### config.mk
export PLATFORM = sky130hd
export DESIGN_NAME = tcs_clock_sync
export DESIGN_NICKNAME = d
export VERILOG_FILES = /design/src/design/tcs_pkg.sv /design/src/design/tcs_clock_sync.sv /design/src/design/tcs_wakeup_det.sv /design/src/design/tcs_sync_table.sv
export SDC_FILE = /design/constraint.sdc
export NUM_CORES = 2
export LEC_CHECK = 0
export BUFFER_PORTS_ARGS = -buffer_cell sky130_fd_sc_hd__buf_4
export CORE_MARGIN = 1
export CORE_UTILIZATION = 30
export DETAILED_ROUTE_END_ITERATION = 10
export SKIP_CTS_REPAIR_TIMING = 1
export SYNTH_ARGS = -nofsm -noshare
export SYNTH_HDL_FRONTEND = slang
export SYNTH_HIERARCHICAL = 1
export SYNTH_SLANG_ARGS = --single-unit
### constraint.sdc
create_clock -name sys_clk -period 34.4 [get_ports sys_clk]
set_input_delay 5.16 -clock sys_clk [delete_from_list [all_inputs] [get_ports sys_clk]]
set_output_delay 5.16 -clock sys_clk [all_outputs]
set_load 0.02 [all_outputs]
### src/design/tcs_pkg.sv
package tcs_pkg;
  localparam int ID_W = 11;
  localparam int DEV_W = 16;
  localparam int RC_W = 12;
  localparam int NODE_W = 5;
  localparam int SYNC_NODE_MAX_DEF = 15;
  localparam logic [ID_W-1:0] STATIC_SLOT_ID_MAX = 11'h3FF;
  localparam int WUS_PER_PATTERN = 2;
  localparam int INIT_RATE_DELAY_CYCLES = 3;
  localparam logic [31:0] ADDR_CTRL = 32'h0000_0000;
  localparam logic [31:0] ADDR_STATUS = 32'h0000_0004;
  localparam logic [31:0] ADDR_RATE = 32'h0000_0008;
  localparam logic [31:0] ADDR_OFFSET = 32'h0000_000C;
  localparam logic [31:0] ADDR_COUNT = 32'h0000_0010;
  localparam int CTRL_HALT_BIT = 0;
  localparam int CTRL_MAXNODE_LSB = 8;
  localparam int CTRL_INITOFF_LSB = 16;
  localparam int ST_MRC = 0;
  localparam int ST_CCF = 1;
  localparam int ST_SFO = 2;
  localparam int ST_WUPA = 3;
  localparam int ST_WUPB = 4;
  localparam int ST_POC_LSB = 8;
  localparam logic [31:0] CTRL_RST = 32'h0000_0F00;
  typedef enum logic [1:0] {
    TCS_POC_NORMAL_ACTIVE = 2'b00,
    TCS_POC_NORMAL_PASSIVE = 2'b01,
    TCS_POC_HALT = 2'b10,
    TCS_POC_STARTUP = 2'b11
  } tcs_poc_t;
  typedef enum logic [1:0] {
    TCS_WU_IDLE = 2'b00,
    TCS_WU_ONE = 2'b01,
    TCS_WU_GAP = 2'b10
  } tcs_wu_t;
endpackage

### src/design/tcs_clock_sync.sv
// Added by the designer: the address map and the Avalon-MM interface to the registers.
`timescale 1ns/10ps
`default_nettype none
module tcs_clock_sync (
  input wire logic sys_clk,
  input wire logic rst,
  input wire logic clk_en,
  input wire logic [4:0] avs_address,
  input wire logic avs_read,
  input wire logic avs_write,
  input wire logic [31:0] avs_writedata,
  input wire logic [3:0] avs_byteenable,
  output logic [31:0] avs_readdata,
  output logic avs_waitrequest,
  input wire logic frame_valid,
  input wire logic frame_sync,
  input wire logic frame_startup,
  input wire logic [tcs_pkg::ID_W-1:0] frame_id,
  input wire logic [tcs_pkg::DEV_W-1:0] frame_dev,
  input wire logic strp_at_ap,
  input wire logic cycle_end,
  input wire logic cycle_odd,
  input wire logic integrating,
  input wire logic dyn_slot_max,
  input wire logic wus_a,
  input wire logic wus_b,
  input wire logic idle_a,
  input wire logic idle_b,
  output logic [1:0] poc_state,
  output logic [tcs_pkg::RC_W-1:0] rate_corr,
  output logic [tcs_pkg::DEV_W-1:0] offset_corr,
  output logic [tcs_pkg::NODE_W-1:0] startup_nodes
);
  import tcs_pkg::*;
  logic [31:0] ctrl_ff;
  logic mrc_ff;
  logic ccf_ff;
  logic sfo_ff;
  logic [1:0] wup_ff;
  tcs_poc_t poc_ff;
  logic [RC_W-1:0] rate_ff;
  logic [DEV_W-1:0] off_ff;
  logic [NODE_W-1:0] su_ff;
  logic [NODE_W-1:0] distinct_ff;
  logic [1:0] init_wait_ff;
  logic init_done_ff;
  logic [DEV_W-1:0] dev_held_ff;
  logic dev_held_vld_ff;
  logic pair_ff;
  logic signed [DEV_W+4:0] pair_sum_ff;
  logic [NODE_W-1:0] pair_cnt_ff;
  logic ack_ff;
  logic [31:0] rdata_ff;
  logic [1:0] wup_pulse;
  logic even_store;
  logic odd_hit;
  logic [DEV_W-1:0] odd_hit_dev;
  logic [NODE_W-1:0] even_cnt;
  logic [NODE_W-1:0] max_node;
  logic allow_halt;
  logic [7:0] init_off;
  logic [DEV_W-1:0] dev_use;
  logic sync_rx;
  logic odd_use;
  logic odd_end;
  logic missing_term;
  logic overflow_evt;
  logic wr_sel;
  logic rd_sel;
  logic [31:0] status_word;
  logic clr_mrc;
  logic clr_ccf;
  logic clr_sfo;
  logic [1:0] clr_wup;
  assign max_node = ctrl_ff[CTRL_MAXNODE_LSB +: NODE_W];
  assign allow_halt = ctrl_ff[CTRL_HALT_BIT];
  assign init_off = ctrl_ff[CTRL_INITOFF_LSB +: 8];
  assign wr_sel = avs_write && !ack_ff;
  assign rd_sel = avs_read && !ack_ff;
  assign clr_mrc = wr_sel && (avs_address == ADDR_STATUS[4:0]) && avs_byteenable[0]
                   && avs_writedata[ST_MRC];
  assign clr_ccf = wr_sel && (avs_address == ADDR_STATUS[4:0]) && avs_byteenable[0]
                   && avs_writedata[ST_CCF];
  assign clr_sfo = wr_sel && (avs_address == ADDR_STATUS[4:0]) && avs_byteenable[0]
                   && avs_writedata[ST_SFO];
  assign clr_wup[0] = wr_sel && (avs_address == ADDR_STATUS[4:0]) && avs_byteenable[0]
                      && avs_writedata[ST_WUPA];
  assign clr_wup[1] = wr_sel && (avs_address == ADDR_STATUS[4:0]) && avs_byteenable[0]
                      && avs_writedata[ST_WUPB];
  tcs_wakeup_det u_wu_a (
    .sys_clk(sys_clk),
    .rst(rst),
    .clk_en(clk_en),
    .wus_pulse(wus_a),
    .idle_ok(idle_a),
    .pattern_pulse(wup_pulse[0])
  );
  tcs_wakeup_det u_wu_b (
    .sys_clk(sys_clk),
    .rst(rst),
    .clk_en(clk_en),
    .wus_pulse(wus_b),
    .idle_ok(idle_b),
    .pattern_pulse(wup_pulse[1])
  );
  // sync frame acceptance, decided on frame_valid and frame_sync so a trailing frame cannot mask it
  assign sync_rx = frame_valid && frame_sync;
  // distinct frames limited per double cycle
  assign even_store = sync_rx && !cycle_odd && (even_cnt < max_node);
  assign dev_use = frame_dev;
  tcs_sync_table u_even (
    .sys_clk(sys_clk),
    .rst(rst),
    .clk_en(clk_en),
    .clear(cycle_end && cycle_odd),
    .store(even_store),
    .id_in(frame_id),
    .dev_in(dev_use),
    .hit(odd_hit),
    .hit_dev(odd_hit_dev),
    .count(even_cnt)
  );
  // odd frame matching even entry forms a pair
  assign odd_use = sync_rx && cycle_odd && odd_hit;
  assign odd_end = cycle_end && cycle_odd;
  // no usable pair at the end of the double cycle
  assign missing_term = odd_end && (pair_cnt_ff == '0) && !odd_use;
  // only too many sync frames; dyn_slot_max ignored here
  assign overflow_evt = sync_rx && ((!cycle_odd && (even_cnt >= max_node))
                        || (cycle_odd && !odd_hit && (distinct_ff >= max_node)));
  // distinct sync frames counted: even-cycle stores and unmatched odd-cycle frames, held to odd cycle end
  always_ff @(posedge sys_clk or posedge rst) begin
    if (rst) begin
      distinct_ff <= '0;
    end else if (clk_en) begin
      if (odd_end) begin
        distinct_ff <= '0;
      end else if (even_store) begin
        distinct_ff <= distinct_ff + 1'b1;
      end else if (sync_rx && cycle_odd && !odd_hit && (distinct_ff < max_node)) begin
        distinct_ff <= distinct_ff + 1'b1;
      end
    end
  end
  always_ff @(posedge sys_clk or posedge rst) begin
    if (rst) begin
      pair_cnt_ff <= '0;
      pair_sum_ff <= '0;
      pair_ff <= 1'b0;
    end else if (clk_en) begin
      pair_ff <= odd_use;
      if (odd_end) begin
        pair_cnt_ff <= '0;
        pair_sum_ff <= '0;
      end else if (odd_use) begin
        pair_cnt_ff <= pair_cnt_ff + 1'b1;
        pair_sum_ff <= pair_sum_ff + (DEV_W+5)'($signed(dev_use))
                       - (DEV_W+5)'($signed(odd_hit_dev));
      end
    end
  end
  always_ff @(posedge sys_clk or posedge rst) begin
    if (rst) begin
      dev_held_ff <= '0;
      dev_held_vld_ff <= 1'b0;
    end else if (clk_en) begin
      if (sync_rx && !cycle_odd) begin
        dev_held_ff <= dev_use;
        dev_held_vld_ff <= 1'b1;
      end else if (odd_end) begin
        dev_held_vld_ff <= 1'b0;
      end
    end
  end
  // start-up frames only while below max-node
  always_ff @(posedge sys_clk or posedge rst) begin
    if (rst) begin
      su_ff <= '0;
    end else if (clk_en) begin
      if (odd_end) begin
        su_ff <= '0;
      end else if (even_store && frame_startup) begin
        su_ff <= su_ff + 1'b1;
      end
    end
  end
  // rate and offset correction; initial value from initial offset
  always_ff @(posedge sys_clk or posedge rst) begin
    if (rst) begin
      rate_ff <= '0;
      off_ff <= '0;
      init_wait_ff <= '0;
      init_done_ff <= 1'b0;
    end else if (clk_en) begin
      if (integrating && !init_done_ff) begin
        rate_ff <= RC_W'(init_off);
        init_done_ff <= 1'b1;
        init_wait_ff <= 2'(INIT_RATE_DELAY_CYCLES);
      end else if (!integrating) begin
        init_done_ff <= 1'b0;
      end
      if (cycle_end && (init_wait_ff != '0)) begin
        init_wait_ff <= init_wait_ff - 1'b1;
      end
      if (!cycle_odd && dev_held_vld_ff && cycle_end) begin
        off_ff <= dev_held_ff;
      end
      // missing term keeps the last rate value
      if (odd_end && (pair_cnt_ff != '0) && (init_wait_ff == '0)) begin
        rate_ff <= RC_W'(pair_sum_ff);
      end
    end
  end
  // missing term drives the protocol state
  always_ff @(posedge sys_clk or posedge rst) begin
    if (rst) begin
      poc_ff <= TCS_POC_STARTUP;
    end else if (clk_en) begin
      case (poc_ff)
        TCS_POC_STARTUP: begin
          if (missing_term) begin
            poc_ff <= TCS_POC_STARTUP;
          end else if (odd_end && !integrating) begin
            poc_ff <= TCS_POC_NORMAL_ACTIVE;
          end
        end
        TCS_POC_NORMAL_ACTIVE: begin
          if (missing_term) begin
            poc_ff <= allow_halt ? TCS_POC_HALT : TCS_POC_NORMAL_PASSIVE;
          end
        end
        TCS_POC_NORMAL_PASSIVE: begin
          if (missing_term && allow_halt) begin
            poc_ff <= TCS_POC_HALT;
          end else if (odd_end && (pair_cnt_ff != '0)) begin
            poc_ff <= TCS_POC_NORMAL_ACTIVE;
          end
        end
        TCS_POC_HALT: begin
          poc_ff <= TCS_POC_HALT;
        end
        default: begin
          poc_ff <= TCS_POC_STARTUP;
        end
      endcase
    end
  end
  // sticky flags, set wins over clear
  always_ff @(posedge sys_clk or posedge rst) begin
    if (rst) begin
      mrc_ff <= 1'b0;
      ccf_ff <= 1'b0;
    end else if (clk_en) begin
      mrc_ff <= missing_term || (mrc_ff && !clr_mrc);
      ccf_ff <= missing_term || (ccf_ff && !clr_ccf);
    end
  end
  // overflow flag has no path to poc_ff
  always_ff @(posedge sys_clk or posedge rst) begin
    if (rst) begin
      sfo_ff <= 1'b0;
    end else if (clk_en) begin
      sfo_ff <= overflow_evt || (sfo_ff && !clr_sfo);
    end
  end
  always_ff @(posedge sys_clk or posedge rst) begin
    if (rst) begin
      wup_ff <= '0;
    end else if (clk_en) begin
      wup_ff <= wup_pulse | (wup_ff & ~clr_wup);
    end
  end
  always_comb begin
    status_word = '0;
    status_word[ST_MRC] = mrc_ff;
    status_word[ST_CCF] = ccf_ff;
    status_word[ST_SFO] = sfo_ff;
    status_word[ST_WUPA] = wup_ff[0];
    status_word[ST_WUPB] = wup_ff[1];
    status_word[ST_POC_LSB +: 2] = poc_ff;
  end
  // one wait cycle per access keeps read data registered
  always_ff @(posedge sys_clk or posedge rst) begin
    if (rst) begin
      ack_ff <= 1'b0;
      avs_waitrequest <= 1'b1;
      rdata_ff <= '0;
      ctrl_ff <= CTRL_RST;
    end else if (clk_en) begin
      ack_ff <= (avs_read || avs_write) && !ack_ff;
      avs_waitrequest <= !((avs_read || avs_write) && !ack_ff);
      if (wr_sel && (avs_address == ADDR_CTRL[4:0])) begin
        for (int i = 0; i < 4; i++) begin
          if (avs_byteenable[i]) begin
            ctrl_ff[i*8 +: 8] <= avs_writedata[i*8 +: 8];
          end
        end
      end
      if (rd_sel) begin
        case (avs_address)
          ADDR_CTRL[4:0]: rdata_ff <= ctrl_ff;
          ADDR_STATUS[4:0]: rdata_ff <= status_word;
          ADDR_RATE[4:0]: rdata_ff <= 32'(rate_ff);
          ADDR_OFFSET[4:0]: rdata_ff <= 32'(off_ff);
          ADDR_COUNT[4:0]: rdata_ff <= {19'h0, su_ff, 3'h0, even_cnt};
          default: rdata_ff <= '0;
        endcase
      end
    end
  end
  assign avs_readdata = rdata_ff;
  always_ff @(posedge sys_clk or posedge rst) begin
    if (rst) begin
      poc_state <= TCS_POC_STARTUP;
      rate_corr <= '0;
      offset_corr <= '0;
      startup_nodes <= '0;
    end else if (clk_en) begin
      poc_state <= poc_ff;
      rate_corr <= rate_ff;
      offset_corr <= off_ff;
      startup_nodes <= su_ff;
    end
  end
endmodule
`default_nettype wire

### src/design/tcs_wakeup_det.sv
`timescale 1ns/10ps
`default_nettype none
module tcs_wakeup_det (
  input wire logic sys_clk,
  input wire logic rst,
  input wire logic clk_en,
  input wire logic wus_pulse,
  input wire logic idle_ok,
  output logic pattern_pulse
);
  import tcs_pkg::*;
  tcs_wu_t state_ff;
  always_ff @(posedge sys_clk or posedge rst) begin
    if (rst) begin
      state_ff <= TCS_WU_IDLE;
      pattern_pulse <= 1'b0;
    end else if (clk_en) begin
      pattern_pulse <= 1'b0;
      case (state_ff)
        TCS_WU_IDLE: begin
          if (wus_pulse) begin
            state_ff <= TCS_WU_GAP;
          end
        end
        TCS_WU_GAP: begin
          if (idle_ok) begin
            state_ff <= TCS_WU_ONE;
          end
        end
        TCS_WU_ONE: begin
          if (wus_pulse) begin
            pattern_pulse <= 1'b1;
            state_ff <= TCS_WU_IDLE;
          end
        end
        default: begin
          state_ff <= TCS_WU_IDLE;
        end
      endcase
    end
  end
endmodule
`default_nettype wire

### src/design/tcs_sync_table.sv
`timescale 1ns/10ps
`default_nettype none
module tcs_sync_table #(
  parameter int DEPTH = tcs_pkg::SYNC_NODE_MAX_DEF
) (
  input wire logic sys_clk,
  input wire logic rst,
  input wire logic clk_en,
  input wire logic clear,
  input wire logic store,
  input wire logic [tcs_pkg::ID_W-1:0] id_in,
  input wire logic [tcs_pkg::DEV_W-1:0] dev_in,
  output logic hit,
  output logic [tcs_pkg::DEV_W-1:0] hit_dev,
  output logic [tcs_pkg::NODE_W-1:0] count
);
  import tcs_pkg::*;
  logic [ID_W-1:0] id_mem [DEPTH];
  logic [DEV_W-1:0] dev_mem [DEPTH];
  logic [DEPTH-1:0] vld_ff;
  logic [DEPTH-1:0] match;
  genvar g;
  generate
    for (g = 0; g < DEPTH; g++) begin : gen_ent
      assign match[g] = vld_ff[g] && (id_mem[g] == id_in);
      always_ff @(posedge sys_clk or posedge rst) begin
        if (rst) begin
          vld_ff[g] <= 1'b0;
          id_mem[g] <= '0;
          dev_mem[g] <= '0;
        end else if (clk_en) begin
          if (clear) begin
            vld_ff[g] <= 1'b0;
          end else if (store && (count == NODE_W'(g))) begin
            vld_ff[g] <= 1'b1;
            id_mem[g] <= id_in;
            dev_mem[g] <= dev_in;
          end
        end
      end
    end
  endgenerate
  always_comb begin
    hit = |match;
    hit_dev = '0;
    for (int i = 0; i < DEPTH; i++) begin
      if (match[i]) begin
        hit_dev = dev_mem[i];
      end
    end
  end
  always_ff @(posedge sys_clk or posedge rst) begin
    if (rst) begin
      count <= '0;
    end else if (clk_en) begin
      if (clear) begin
        count <= '0;
      end else if (store && (count < NODE_W'(DEPTH))) begin
        count <= count + 1'b1;
      end
    end
  end
endmodule
`default_nettype wire

Yosys cells after proc, flatten, opt, wreduce, memory -nomap -nowiden
Index checks and enable logic that the tools add are counted.
- output and inout bits: 68
- input bits: 85
- bits in registers: 623
- latch bits: 0
- word-level logic and storage cells: 389
- memories: 0
- ROM bits: 0
- RAM bits: 0
- muxes and demuxes: 84
- bitwise gates (word level): 4
- reductions and logical operators: 163
- $lt $le $gt $ge: 5
- eq/ne operators: 50
- $add $sub $neg: 7
- $mul: 0
- shifts and indexed selects: 0
- divide/modulo/power cells: 0
- operator list (cell ; count):
    $mux 16 ; 15
    $eq 11x11->1 ; 15
    $pmux 32 s5 ; 1
    $logic_and 1x1->1 ; 68
    $reduce_and 3->1 ; 19
    $reduce_and 2->1 ; 26
    $eq 5x4->1 const B ; 9
    $mux 5 ; 9
    $reduce_bool 2->1 ; 22
    $mux 21 ; 2
    $mux 1 ; 38
    $mux 2 ; 14
    $eq 5x3->1 const B ; 5
    $mux 12 ; 2
    $add 21x16->21 ; 1
    $sub 21x16->21 ; 1
    $add 5x1->5 const B ; 4
    $logic_not 5->1 ; 3
    $reduce_or 15->1 ; 1
    $ne 2x2->1 const B ; 7
    $pmux 2 s3 ; 2
    $reduce_and 4->1 ; 3
    $eq 5x2->1 const B ; 2
    $ge 5x5->1 ; 2
    other kinds (19) ; 42

Logic depth before layout (Yosys ltp)
- depth in word-level cells: 20
- depth in mapped cells: 20
- mapped depth without buffers: 18

By module
Netlist, hierarchy kept.
- by module, submodules not included (module ; area each (um^2) ; times used ; cells each ; sequential area each (um^2)):
    tcs_sync_table ; 20292.0 ; 1 ; 1608 ; 10635.2
    tcs_clock_sync ; 8755.9 ; 1 ; 774 ; 4590.7
    tcs_wakeup_det ; 137.6 ; 2 ; 12 ; 75.1

Least setup slack after synthesis
No wires, ideal clock.
- path type: input-to-reg
- start point: input port frame_id[7] (netlist bit)
- end point: register pair_sum_ff[9]
- data required time: 34.278 ns
- library setup time: 0.122 ns
- arrival time: 8.569 ns
- path slack: 25.709 ns
- stages: 19
- buffers on the path: 3
- path through: buf_6 buf_4 xnor2_1 nand4_1 nor3_2 nor2_2 nand3_1 buf_2 nor4_1 o21ai_1 nand3_1 fa_1 inv_1 ha_1 a21oi_1 nor2_1 a211oi_1 nand3_1 a32o_1
- longest elaborated chain between the ends: 20
- elaborated cells between the ends (all ways): 52
- those cells by class: add/sub (1); eq/ne (15); mux (17); reduce/logical (19)
- ends and longest elaborated chain (item ; RTL line ; source):
    from (decl) ; tcs_clock_sync.sv:18 ; input wire logic [tcs_pkg::ID_W-1:0] frame_id,
    $eq 11x11->1 ; tcs_sync_table.sv:25 ; assign match[g] = vld_ff[g] && (id_mem[g] == id_in);
    $logic_and 1x1->1 ; tcs_sync_table.sv:25 ;
    $mux 16 (14 in a row) ; tcs_sync_table.sv:47 ; if (match[i]) begin
    $mux 16 (*) ; tcs_sync_table.sv:47 ;
    via odd_hit_dev[6] ; tcs_clock_sync.sv:57 ; logic [DEV_W-1:0] odd_hit_dev;
    $sub 21x16->21 (*) ; tcs_clock_sync.sv:158 ; - (DEV_W+5)'($signed(odd_hit_dev));
    $mux 21 (*) ; tcs_clock_sync.sv:155 ; end else if (odd_use) begin
    $mux 21 (*) ; tcs_clock_sync.sv:152 ; if (odd_end) begin
    to (signal assigned) ; tcs_clock_sync.sv:157 ; pair_sum_ff <= pair_sum_ff + (DEV_W+5)'($signed(dev_use))
    to (decl) ; tcs_clock_sync.sv:50 ; logic signed [DEV_W+4:0] pair_sum_ff;
Mark *: on every way through the listed nets, which the timed path passes. The rest lies on a longest branch. The select of a mux whose other input is x is not followed.
A chain may end at the register's enable or synchronous reset.

Worst setup path after layout
- start point: input port frame_id[10] (netlist bit)
- end point: register pair_sum_ff[11]
Same word-level chain as after synthesis.

==> impl_metrics.env <==
export IMPL_status="finished clean"
export IMPL_hold_worst_slack_ns=0.4773
export IMPL_crit_path_start_kind="input pin"
export IMPL_setup_viol=0
export IMPL_slowest_delay_ns=0.60
export IMPL_ir_worst_vdd_mv=0.04077
export IMPL_clockBufferDepth=3
export IMPL_die_w_um=299.4
export IMPL_synth_warnings=6
export IMPL_numCtsBuffers=57
export IMPL_worstPathMaxFanout=30
export IMPL_fin_tns_setup_ns=0
export IMPL_die_y_um=299.4
export IMPL_criticalPathCategory="input pin to flop"
export IMPL_vias=17320
export IMPL_num_rows=108
export IMPL_dr_wl_met3_um=2662
export IMPL_first_iter_violations=999
export IMPL_slew_violations=0
export IMPL_clock_sinks=554
export IMPL_timing_final_crit_share=0.2869
export IMPL_path_common_cell="nand2_1"
export IMPL_synthCells=2186
export IMPL_initial_core_util=0.3045
export IMPL_cts_tree="done"
export IMPL_place_congestion=0.8247
export IMPL_synth_net_count=2313
export IMPL_dpl_cell_area_sq_um=28480
export IMPL_finalInstanceArea_sq_um=30400
export IMPL_grt_pass1_vias=18290
export IMPL_grt_max_degree=189
export IMPL_core_area_sq_um=87160
export IMPL_power_density_nw_per_um2=50.91
export IMPL_detail_route_antenna_nets=0
export IMPL_dp_cells=3348
export IMPL_final_cells=3452
export IMPL_clock_latency_ns=0.62
export IMPL_worstPathArrival_ns=10.42
export IMPL_fin_crit_ns=9.868
export IMPL_finClkSkew_ns=0.02234
export IMPL_cp_slowest_cell="nand2_1"
export IMPL_antenna_found_initial=0
export IMPL_cap_violations=0
export IMPL_htree_levels=2
export IMPL_dp_hpwl_um=44440
export IMPL_routedWlPerCell_um=18.82
export IMPL_syn_to_final_growth_pct=14.56
export IMPL_synth_avg_cell_area_sq_um=12.14
export IMPL_cts_root_buffer="clkbuf_16"
export IMPL_fin_util=0.3488
export IMPL_fmax_mhz=101.3
export IMPL_wl_met2_um=32800
export IMPL_firstDrtPassIters=6
export IMPL_cp_cell_sequence="buf_4 -> xnor2_1 -> nand4_1 -> or3_1 -> nand2_1 -> a221o_1 -> a211oi_1 -> o21ai_0 -> fa_1 -> inv_1 -> ha_1 -> a2111o_1 -> nor4b_1 -> o311ai_0 -> nand2_1"
export IMPL_die_area_sq_um=89660
export IMPL_wl_met1_um=27920
export IMPL_path_buf_inv=2
export IMPL_grt_use_total=0.1453
export IMPL_crit_family="simple AND/OR/NAND/NOR gates"
export IMPL_overflow=0
export IMPL_rsz0062_at_grt="no"
export IMPL_drc=0
export IMPL_fillers=8449
export IMPL_nNetsFinal=2379
export IMPL_tightest_slew_ns=1.223
export IMPL_end_kind="flop"
export IMPL_top_layer="met4"
export IMPL_antenna_cells=0
export IMPL_clkTransAtPathRegs_ns=0.06
export IMPL_hold_class="flop to flop"
export IMPL_portBuffers=150
export IMPL_p_leak_nw=14.48
export IMPL_pin_count=153
export IMPL_finalWirelength_um=64970
export IMPL_grt_first_pass_wirelength_um=104100
export IMPL_drive_gt1_frac=0.3121
export IMPL_slew_headroom=0.1829
export IMPL_routed_via_density=5.016
export IMPL_cp_data_required_time_ns=34.96
export IMPL_hold_viol=0
export IMPL_synth_cell_area_sq_um=26540
[final timing paths]
| path | startpoint | slack [ns] | endpoint | cells after the start |
|---|---|---|---|---|
| min | dev_held_ff[6]$_DFFE_PP0P_ | 0.48 | dev_held_ff[6]$_DFFE_PP0P_ | 2 |
| max reg2reg | u_even/id_mem[80]$_DFFE_PP0P_ | 29.15 | pair_sum_ff[11]$_DFFE_PP0P_ | 14 |
| max | frame_id[10] | 24.53 | pair_sum_ff[11]$_DFFE_PP0P_ | 15 |
| min in group asynchronous | rst | 4.49 | u_wu_a/state_ff[1]$_DFFE_PP0P_ | 2 |
| min reg2reg | dev_held_ff[6]$_DFFE_PP0P_ | 0.48 | dev_held_ff[6]$_DFFE_PP0P_ | 2 |
| max in group asynchronous | rst | 28.03 | pair_sum_ff[4]$_DFFE_PP0P_ | 3 |
[sequential cells by signal, indices dropped and copies added, names as in the netlist, 12 cells and up]
name,flops
rate_corr,12
rate_ff,12
dev_held_ff,16
u_even/id_mem,165
off_ff,16
ctrl_ff,32
u_even/vld_ff,15
u_even/dev_mem,180
pair_sum_ff,12
avs_readdata,32
offset_corr,16
[placed cells by master (no fill, tap or decap), types with 13 or more instances in the layout]
cell type	instances
ha_1	31
o21ai_0	61
o21ai_1	21
nor2_1	85
nand2_1	121
nor2b_1	13
mux2_2	415
o22ai_1	16
nand4_1	61
buf_4	163
a21o_1	22
xnor2_1	153
clkbuf_16	58
a22oi_1	29
clkbuf_8	15
clkbuf_1	14
nand3_1	26
inv_1	70
xor2_1	20
mux2_1	24
a221o_1	13
a21oi_1	47
dfrtp_1	545
a222oi_1	13
and3_1	14
mux2i_1	15
nor3_1	21
[routing by layer]
metal / vias to the layer above / track usage
met1: 8899 / 0.1821
met2: 384 / 0.2604
li1: 7936 / -
met5: - / 0
met4: 0 / 0.04325
met3: 96 / 0.01740
[worst reg2reg max path, delay by kind of cell (launching register included)]
kind                       cells  cell delay (ns)
xor gates and xnor gates       1             0.13
and+or+nand+nor                5             1.92
adders and majority gates      2             0.94
DFF                            1             0.38
AOI/OAI and AO/OA              5             1.77
buffers and inverters          1             0.05
[cell type report]
class / count / area (sq um) / share of cell area
clock inverters: 17 / 210.2 / 0.006914
repair buffers: 164 / 1244 / 0.04091
clock buffers: 87 / 1710 / 0.05626
flip-flops and latches: 554 / 13870 / 0.4564
well taps: 1155 / 1445 / 0.04753
inverters: 72 / 282.8 / 0.009301
multi-input cells: 1403 / 11640 / 0.3827
[per-stage QoR]
stage	worst slack (ns)	power, mW
6_report	24.53	1.548
3_3_place_gp	23.99	0.9240
4_1_cts	24.61	1.568
3_5_place_dp	23.95	0.9345
5_1_grt	24.36	1.617
2_1_floorplan	19.11	0.8696
[power by group]
group	switching (mW)	total [mW]	leakage, nW	internal, mW
combinational	0.0937	0.177	5.97	0.0830
clock	0.255	0.626	0.947	0.371
sequential	0.0386	0.744	7.56	0.706
Power figures use the tool's default switching activity.
